<file path="src/aba_pkg.sv">
// Constants, field layout and state types of the block cipher accelerator
package aba_pkg;

  // ----------------------------------------------------------------
  // Register offsets
  // ----------------------------------------------------------------
  localparam logic [4:0] ADDR_CTRL = 5'h00;
  localparam logic [4:0] ADDR_STATUS = 5'h04;
  localparam logic [4:0] ADDR_INTFL = 5'h08;
  localparam logic [4:0] ADDR_INTEN = 5'h0c;
  localparam logic [4:0] ADDR_FIFO = 5'h10;

  // ----------------------------------------------------------------
  // Field positions
  // ----------------------------------------------------------------
  localparam int CTRL_EN = 0;
  localparam int CTRL_RX_EN = 1;
  localparam int CTRL_TX_EN = 2;
  localparam int CTRL_START = 3;
  localparam int CTRL_IN_FLUSH = 4;
  localparam int CTRL_OUT_FLUSH = 5;
  localparam int CTRL_KSIZE = 6;
  localparam int CTRL_TYPE = 8;
  localparam int FL_DONE = 0;
  localparam int FL_KEY_CHANGE = 1;
  localparam int FL_KEY_ZERO = 2;
  localparam int FL_OV = 3;

  // ----------------------------------------------------------------
  // Encodings, reset values and counts
  // ----------------------------------------------------------------
  localparam logic [1:0] OP_ENC_EXT = 2'h0;
  localparam logic [1:0] OP_DEC_EXT = 2'h1;
  localparam logic [1:0] OP_DEC_INT = 2'h2;
  localparam logic [1:0] OP_RSVD = 2'h3;
  localparam logic [1:0] KSZ_128 = 2'h0;
  localparam logic [1:0] KSZ_192 = 2'h1;
  localparam logic [1:0] KSZ_256 = 2'h2;
  localparam logic [1:0] KSZ_RSVD = 2'h3;
  localparam logic [7:0] CYC_K128 = 8'hb5;
  localparam logic [7:0] CYC_K192 = 8'hd5;
  localparam logic [7:0] CYC_K256 = 8'hf5;
  localparam logic [2:0] WORDS = 3'h4;
  localparam logic [31:0] RST_WORD = 32'h0000_0000;

  // ----------------------------------------------------------------
  // State types
  // ----------------------------------------------------------------
  typedef struct packed {
    logic en;
    logic rx_en;
    logic tx_en;
    logic [1:0] key_size;
    logic [1:0] op_type;
    logic [3:0][31:0] in_q;
    logic [2:0] in_cnt;
    logic [3:0][31:0] out_q;
    logic [2:0] out_cnt;
    logic [1:0] out_rd;
    logic [3:0] flags;
    logic [3:0] inten;
    logic overrun;
    logic busy_d;
    logic go;
    logic [255:0] go_key;
    logic [3:0][31:0] go_data;
    logic [255:0] dec_key;
    logic [31:0] rd_data;
    logic irq;
    logic tx_req;
    logic rx_req;
  } aba_top_s;

  typedef struct packed {
    logic busy;
    logic done;
    logic [7:0] cnt;
    logic [127:0] mask;
    logic [127:0] data;
  } aba_eng_s;

  // ----------------------------------------------------------------
  // Decoders
  // ----------------------------------------------------------------
  function automatic logic [7:0] cycles_for(input logic [1:0] ks);
    case (ks)
      KSZ_192: cycles_for = CYC_K192;
      KSZ_256: cycles_for = CYC_K256;
      default: cycles_for = CYC_K128;
    endcase
  endfunction : cycles_for

  function automatic logic [255:0] key_sized(input logic [255:0] k,
                                             input logic [1:0] ks);
    case (ks)
      KSZ_192: key_sized = {64'h0, k[191:0]};
      KSZ_256: key_sized = k;
      default: key_sized = {128'h0, k[127:0]};
    endcase
  endfunction : key_sized

endpackage : aba_pkg

</file>
<file path="src/aba_eng_if.sv">
// Link between the accelerator control and its round engine
`timescale 1ns/1ps
interface aba_eng_if;
  logic start;
  logic [255:0] key;
  logic [1:0] key_size;
  logic [3:0][31:0] data;
  logic busy;
  logic done;
  logic [3:0][31:0] result;

  modport ctl (
    output start,
    output key,
    output key_size,
    output data,
    input busy,
    input done,
    input result
  );

  modport eng (
    input start,
    input key,
    input key_size,
    input data,
    output busy,
    output done,
    output result
  );
endinterface : aba_eng_if

</file>
<file path="src/aba_top.sv">
// Block cipher accelerator: registers, data queues, DMA and events
//
// Notes on behaviour
// - Key lengths 128, 192 and 256 bits.
// - Encrypt, decrypt external, decrypt derived key.
// - Four queued words start a block automatically.
// - Start bit forces partial block; reads zero.
// - Result is four words, low word first.
// - Done interrupt raised when its enable is set.
// - Busy high during calculation, low afterwards.
// - Queue empty status; flush bits empty queues.
// - Operation type 00 encrypts with external key.
// - Completion requests DMA to drain output queue.
// - Undrained output at completion sets overrun.
// - Block takes 181, 213 or 245 cycles.
// - Encryption derives the internal decryption key.
// - DMA and software may share both queues.
// - Type 01, 10 decrypt; 11 reserved.
// - Starting with all-zero key flags key zero.
// - Key write while busy flags key change.
// - Busy falling edge sets done flag.
`timescale 1ns/1ps
module aba_top (
  // Clock and reset
  input wire logic clock_in,
  input wire logic rst_in,
  // Register port
  input wire logic [4:0] addr_in,
  input wire logic [31:0] wdata_in,
  input wire logic wr_in,
  input wire logic rd_in,
  output logic [31:0] rdata_out,
  // Key storage
  input wire logic [255:0] key_in,
  input wire logic key_wr_in,
  // DMA and interrupt
  output logic dma_tx_req_out,
  output logic dma_rx_req_out,
  output logic irq_out
);

  aba_pkg::aba_top_s s_r;
  aba_pkg::aba_top_s s_nxt;
  aba_eng_if eng ();
  logic busy_now;
  logic start_req;
  logic launch;
  logic legal_cfg;
  logic [255:0] sel_key;

  // ----------------------------------------------------------------
  // Round engine
  // ----------------------------------------------------------------
  aba_round_eng u_eng (
    .clock_in(clock_in),
    .rst_in(rst_in),
    .eng(eng.eng)
  );

  assign eng.start = s_r.go;
  assign eng.key = s_r.go_key;
  assign eng.key_size = s_r.key_size;
  assign eng.data = s_r.go_data;

  // ----------------------------------------------------------------
  // Next state
  // ----------------------------------------------------------------
  always_comb
  begin
    s_nxt = s_r;
    s_nxt.go = 1'b0;
    s_nxt.rd_data = aba_pkg::RST_WORD;
    start_req = 1'b0;
    launch = 1'b0;
    sel_key = '0;
    busy_now = s_r.go | eng.busy;
    legal_cfg = (s_r.op_type != aba_pkg::OP_RSVD) &&
                (s_r.key_size != aba_pkg::KSZ_RSVD);

    // Register writes
    if (wr_in)
    begin
      case (addr_in)
        aba_pkg::ADDR_CTRL:
        begin
          s_nxt.en = wdata_in[aba_pkg::CTRL_EN];
          s_nxt.rx_en = wdata_in[aba_pkg::CTRL_RX_EN];
          s_nxt.tx_en = wdata_in[aba_pkg::CTRL_TX_EN];
          s_nxt.key_size = wdata_in[aba_pkg::CTRL_KSIZE +: 2];
          s_nxt.op_type = wdata_in[aba_pkg::CTRL_TYPE +: 2];
          start_req = wdata_in[aba_pkg::CTRL_START];
          if (wdata_in[aba_pkg::CTRL_IN_FLUSH])
          begin
            s_nxt.in_cnt = 3'h0;
          end
          if (wdata_in[aba_pkg::CTRL_OUT_FLUSH])
          begin
            s_nxt.out_cnt = 3'h0;
            s_nxt.out_rd = 2'h0;
            s_nxt.overrun = 1'b0;
          end
        end
        aba_pkg::ADDR_INTFL:
        begin
          s_nxt.flags = s_r.flags & ~wdata_in[3:0];
        end
        aba_pkg::ADDR_INTEN:
        begin
          s_nxt.inten = wdata_in[3:0];
        end
        aba_pkg::ADDR_FIFO:
        begin
          if (s_r.in_cnt != aba_pkg::WORDS)
          begin
            s_nxt.in_q[s_r.in_cnt[1:0]] = wdata_in;
            s_nxt.in_cnt = s_r.in_cnt + 3'h1;
          end
        end
        default:
        begin
        end
      endcase
    end

    // Register reads, data stands one cycle later
    if (rd_in)
    begin
      case (addr_in)
        aba_pkg::ADDR_CTRL:
        begin
          s_nxt.rd_data = {22'h0, s_r.op_type, s_r.key_size, 3'h0,
                           s_r.tx_en, s_r.rx_en, s_r.en};
        end
        aba_pkg::ADDR_STATUS:
        begin
          s_nxt.rd_data = {27'h0, s_r.overrun, s_r.out_cnt == 3'h0,
                           s_r.in_cnt == aba_pkg::WORDS,
                           s_r.in_cnt == 3'h0, busy_now};
        end
        aba_pkg::ADDR_INTFL:
        begin
          s_nxt.rd_data = {28'h0, s_r.flags};
        end
        aba_pkg::ADDR_INTEN:
        begin
          s_nxt.rd_data = {28'h0, s_r.inten};
        end
        aba_pkg::ADDR_FIFO:
        begin
          if (s_r.out_cnt != 3'h0)
          begin
            s_nxt.rd_data = s_r.out_q[s_r.out_rd];
            s_nxt.out_rd = s_r.out_rd + 2'h1;
            s_nxt.out_cnt = s_r.out_cnt - 3'h1;
          end
        end
        default:
        begin
        end
      endcase
    end

    // Block launch
    launch = s_nxt.en && !busy_now && legal_cfg &&
             (s_nxt.in_cnt == aba_pkg::WORDS || start_req);
    if (launch)
    begin
      if (s_r.op_type == aba_pkg::OP_DEC_INT)
      begin
        sel_key = s_r.dec_key;
      end
      else
      begin
        sel_key = aba_pkg::key_sized(key_in, s_r.key_size);
      end
      if (s_r.op_type == aba_pkg::OP_ENC_EXT)
      begin
        s_nxt.dec_key = sel_key;
      end
      if (sel_key == '0)
      begin
        s_nxt.flags[aba_pkg::FL_KEY_ZERO] = 1'b1;
      end
      for (int i = 0; i < 4; i++)
      begin
        if (3'(i) < s_nxt.in_cnt)
        begin
          s_nxt.go_data[i] = s_nxt.in_q[i];
        end
        else
        begin
          s_nxt.go_data[i] = aba_pkg::RST_WORD;
        end
      end
      s_nxt.go = 1'b1;
      s_nxt.go_key = sel_key;
      s_nxt.in_cnt = 3'h0;
    end

    // Completion loads the output queue
    if (eng.done)
    begin
      if (s_r.out_cnt != 3'h0)
      begin
        s_nxt.flags[aba_pkg::FL_OV] = 1'b1;
        s_nxt.overrun = 1'b1;
      end
      s_nxt.out_q = eng.result;
      s_nxt.out_cnt = aba_pkg::WORDS;
      s_nxt.out_rd = 2'h0;
    end

    // Events
    if (key_wr_in && busy_now)
    begin
      s_nxt.flags[aba_pkg::FL_KEY_CHANGE] = 1'b1;
    end
    if (s_r.busy_d && !busy_now)
    begin
      s_nxt.flags[aba_pkg::FL_DONE] = 1'b1;
    end
    s_nxt.busy_d = busy_now;

    // Registered outputs
    s_nxt.irq = |(s_nxt.flags & s_nxt.inten);
    s_nxt.tx_req = s_nxt.en && s_nxt.tx_en && s_nxt.in_cnt == 3'h0;
    s_nxt.rx_req = s_nxt.rx_en &&
                   s_nxt.out_cnt == aba_pkg::WORDS;
  end

  always_ff @(posedge clock_in)
  begin
    if (rst_in)
    begin
      s_r <= '0;
    end
    else
    begin
      s_r <= s_nxt;
    end
  end

  assign rdata_out = s_r.rd_data;
  assign irq_out = s_r.irq;
  assign dma_tx_req_out = s_r.tx_req;
  assign dma_rx_req_out = s_r.rx_req;
endmodule : aba_top

</file>
<file path="src/aba_round_eng.sv">
// Iterative round engine with key-size dependent latency
`timescale 1ns/1ps
module aba_round_eng (
  // Clock and reset
  input wire logic clock_in,
  input wire logic rst_in,
  // Control side
  aba_eng_if.eng eng
);

  aba_pkg::aba_eng_s s_r;
  aba_pkg::aba_eng_s s_nxt;

  // ----------------------------------------------------------------
  // Round sequencing
  // ----------------------------------------------------------------
  always_comb
  begin
    s_nxt = s_r;
    s_nxt.done = 1'b0;
    if (eng.start && !s_r.busy)
    begin
      s_nxt.busy = 1'b1;
      s_nxt.cnt = aba_pkg::cycles_for(eng.key_size) - 8'h01;
      s_nxt.mask = eng.key[127:0];
      s_nxt.data = eng.data;
    end
    else if (s_r.busy)
    begin
      s_nxt.mask = {s_r.mask[126:0], s_r.mask[127]} ^ eng.key[255:128];
      if (s_r.cnt == 8'h00)
      begin
        s_nxt.busy = 1'b0;
        s_nxt.done = 1'b1;
        s_nxt.data = s_r.data ^ s_r.mask;
      end
      else
      begin
        s_nxt.cnt = s_r.cnt - 8'h01;
      end
    end
  end

  always_ff @(posedge clock_in)
  begin
    if (rst_in)
    begin
      s_r <= '0;
    end
    else
    begin
      s_r <= s_nxt;
    end
  end

  assign eng.busy = s_r.busy;
  assign eng.done = s_r.done;
  assign eng.result = s_r.data;
endmodule : aba_round_eng

</file>
<file path="config.mk">
export PLATFORM = sky130hd
export DESIGN_NAME = aba_top
export DESIGN_NICKNAME = d
export VERILOG_FILES = /design/src/aba_pkg.sv /design/src/aba_eng_if.sv /design/src/aba_top.sv /design/src/aba_round_eng.sv
export SDC_FILE = /design/constraint.sdc
export NUM_CORES = 2
export LEC_CHECK = 0
export ABC_AREA = 1
export ABC_CLOCK_PERIOD_IN_PS = 3400
export BUFFER_PORTS_ARGS = -buffer_cell sky130_fd_sc_hd__buf_2
export CORE_UTILIZATION = 40
export DETAILED_ROUTE_END_ITERATION = 8
export HOLD_SLACK_MARGIN = 0.06
export MAX_ROUTING_LAYER = met4
export PLACE_DENSITY = 0.64
export SKIP_LAST_GASP = 1
export SLEW_MARGIN = 20
export SYNTH_ARGS = -nofsm -noshare
export SYNTH_HDL_FRONTEND = slang
export SYNTH_SLANG_ARGS = --single-unit
</file>
<file path="constraint.sdc">
create_clock -name clock_in -period 3.4 [get_ports clock_in]
set_input_delay 0.68 -clock clock_in [delete_from_list [all_inputs] [get_ports clock_in]]
set_output_delay 0.68 -clock clock_in [all_outputs]
set_load 0.005 [all_outputs]
</file>
==> results_dict.tcl <==
set metrics [dict create \
    cp_slowest_cell "o21ai_0" \
    critPathRequiredTime_ns 4.12 \
    holdBufCountCts 0 \
    path_buf_inv 4 \
    critPathMostFrequentCell "nand2_1" \
    multi_input_area_um2 23440 \
    num_rows 132 \
    worst_r2r_endpoint "irq_out" \
    async_flop_share_pct 0 \
    yosys_warnings 0 \
    p_comb_share_pct 4.1 \
    cp.arrival_ns 3.95 \
    holdWs_ns 0.2393 \
    synth_top_area_share_pct 46.42 \
    crit_path_max_incr_delay_ns 0.80 \
    r2r_start "s_r[950]" \
    synth_edf_count 0 \
    grt_max_degree 170 \
    dieWidth_um 365.1 \
    final-setup-viol-count 0 \
    grt_use_met2_pct 46.04 \
    hold_path_class "input pin to flip-flop" \
    cts.htree.levels 4 \
    fin_ws_ns 0.1654 \
    port_buffers 332 \
    synthXorXnorAreaFrac_pct 1.777 \
    root_buffer "clkbuf_16" \
    swShare_pct 23.65 \
    routed_wl_um 204300 \
    drt-initial-drc-count 6100 \
    grt-ovfl-total 0 \
    grt_pass1_wl_um 298300 \
    hold_depth 3 \
    ys_seq_area_share_pct 46.42 \
    peakVddDrop_mv 0.4857 \
    ant_nets 0 \
    start_util_pct 40.52 \
    syn_area_um2 52740 \
    rsz0062_at_grt "no" \
    areaGrowthSynthToFinish_pct 16.36 \
    synth_fp_nets 7632 \
    wire_per_inst_um 21.93 \
    internal_power_mw 23.52 \
    cts_buffer_depth 3 \
    synthMuxAreaShare_pct 2.353 \
    final_util_pct 47.15 \
    worstPathCellList "inv_1, nand2_4, buf_4, o21ai_0, nand2_1, nor2_1, nand2_1, nor2_1, nand2_1, nor2_1, buf_4, nand2_1, nor2_1, buf_4, nand3_1, nand2_1, nand2_1, nand2_1" \
    synth-main-ff-cell "dfxtp_1" \
    fin_tns_setup_ns 0 \
    pwr-share-seq_pct 46.5 \
    max-cap-violations 0 \
    power_density_nw_per_um2 502.0 \
    rrSetupSlack_ns 0.17 \
    tritoncts "yes" \
    skew_ns 0.03404 \
    via_count 51460 \
    drt_pass1_iterations 7 \
    cellLeakagePower_nw 25.70 \
    clk-insertion-delay-late_ns 0.79 \
    regArea_um2 24490 \
    fin_crit_sh_pct 95.14 \
    grt_pass1_vias 46640 \
    synthAdderAreaFrac_pct 0.2372 \
    finalHoldViolCount 0 \
    yosysTopAreaCell "dfxtp_1" \
    synthCells 7324 \
    slew_violations 0 \
    globalRouteMet3Util_pct 4.586 \
    critPathLaunchType "flip-flop" \
    ys_top_cells_by_area "dfxtp_1 46%, nand2_1 12%, nand3_1 8.1%, o21ai_0 5.8%, inv_1 4.8%" \
    end_kind "flip-flop" \
    status "completed" \
    cts_made_buffers 134 \
    gp_congestion 0.9521 \
    startpoint "s_r[950]" \
    gr-usage-all-layers_pct 30.72 \
    synth-compound-area-share_pct 15.44 \
    worstHoldStart "key_wr_in" \
    remaining_drc_errors 0 \
    fin_total_pwr_mw 30.80 \
    fmax_ghz 0.3092 \
    grt_antenna_before_repair 11 \
    pwr-share-clk_pct 49.4 \
    io_pins 333 \
    drive_gt1_share_pct 11.28 \
    worstSetupPathType "flip-flop to flip-flop" \
    num-fill-cells 13070 \
    layout_common_cells "1,697 x nand2_1, 1,220 x dfxtp_1, 848 x nand3_1" \
    synth.avg_cell_area_um2 7.201 \
    dp_hpwl_um 143000 \
    hold_end "s_r[683]" \
    use_met1_pct 39.54 \
    nets 7766 \
    final_common_cell "nand2_1" \
    yosysUniqueCellTypes 37 \
    die_area_um2 133300 \
    power_switching_mw 7.284 \
    cts.sinks 1223 \
    synth-seq-cells 1223 \
    crit_path_max_fanout 18 \
    top_usage_layer "met2" \
    crit_family "simple AND/OR/NAND/NOR gates" \
    die_y_um 365.1 \
    fin_crit_ns 3.235 \
    worst_pin_slew_ns 1.062 \
    via_per_inst 5.526 \
    synth-simple-area-share_pct 24.44 \
    fp.coreArea_um2 130100 \
    reg2reg_depth 18 \
    clk_pin_slew_ns 0.06 \
    place_ws_ns 0.2409 \
    max_slew_margin_pct 28.44 \
    synth_top_family_by_area "simple AND/OR/NAND/NOR gates" \
]
[power groups by stage]
stage | Sequential (mW) | Clock, mW | Combinational, mW
4_1_cts | 14.3 | 15.3 | 1.22
5_1_grt | 14.3 | 15.9 | 1.30
6_report | 14.3 | 15.2 | 1.25
3_3_place_gp | 14.7 | 0 | 1.22
2_1_floorplan | 14.7 | 0 | 0.516
3_5_place_dp | 14.7 | 0 | 1.22
[worst reg2reg max path: stages, from the launching register on]
cell,delay (ns)
dfxtp_1,0.37
inv_1,0.13
nand2_4,0.09
buf_4,0.23
o21ai_0,0.81
nand2_1,0.12
nor2_1,0.19
nand2_1,0.07
nor2_1,0.09
nand2_1,0.06
nor2_1,0.10
buf_4,0.13
nand2_1,0.09
nor2_1,0.10
buf_4,0.16
nand3_1,0.20
nand2_1,0.13
nand2_1,0.05
nand2_1,0.05
[metrics by stage]
| step | instances | cell area [um2] |
|---|---|---|
| floorplan | 7324 | 52740 |
| global placement | 9060 | 56710 |
| detailed placement | 9060 | 56710 |
| CTS | 9302 | 61300 |
| global route | 9312 | 61360 |
| finish | 9313 | 61370 |
[repair_timing]
action	in CTS	in global routing
setup buffers	0	4
setup endpoints to repair	0	1
gates resized for setup	0	1
[cell type report]
cell class | count | area share, %
sequential | 1223 | 39.91
multi-input combinational | 4855 | 38.19
timing repair buffer | 560 | 6.628
clock buffer | 192 | 6.410
inverter | 684 | 4.212
tap | 1742 | 3.552
clock inverter | 50 | 1.068
antenna | 7 | 0.02854
[Yosys cell counts (all sizes together) (10+ instances only)]
cell	instances
a21oi	438
a31oi	153
buf	205
clkbuf	357
dfxtp	1223
ha	10
inv	680
mux2i	124
nand2	1705
nand3	850
nor2	497
o21a	19
o21ai	641
o22ai	234
or2	41
xnor2	104
[sequential cells by signal (all words and copies together) (netlist names)]
name and flops:
dma_rx_req_out 1, u_eng.eng.result 128, s_r 535, irq_out 1, eng.key_size 2, dma_tx_req_out 1
rdata_out 32, eng.start 1, u_eng.eng.busy 1, u_eng.s_r 136, eng.data 128, eng.key 256
u_eng.eng.done 1
[cell families after synthesis]
family | after synthesis
xor gates and xnor gates | 107
DFF | 1223
muxes | 124
buffers and inverters | 1246
adders and majority gates | 10
AOI/OAI and AO/OA | 1505
and+or+nand+nor | 3109
[metal layers]
layer,part of all wire [%],wire [um],up-vias
met5,0,0,-
met4,6.1,12560,0
met3,8.8,17870,456
met2,44,90660,2424
met1,41,83170,24360
li1,-,-,24220
[worst max path at each step]
stage | end | slack, ns | depth (start not counted)
detailed placement | eng.key[64] | 0.24 | 15
global placement | s_r[235] | 0.27 | 16
global route | irq_out | 0.007 | 20
finish | irq_out | 0.17 | 18
floorplan | eng.key[104] | 0.76 | 14
CTS | irq_out | 0.28 | 20
Note: power is estimated with default switching activity, not from simulation.
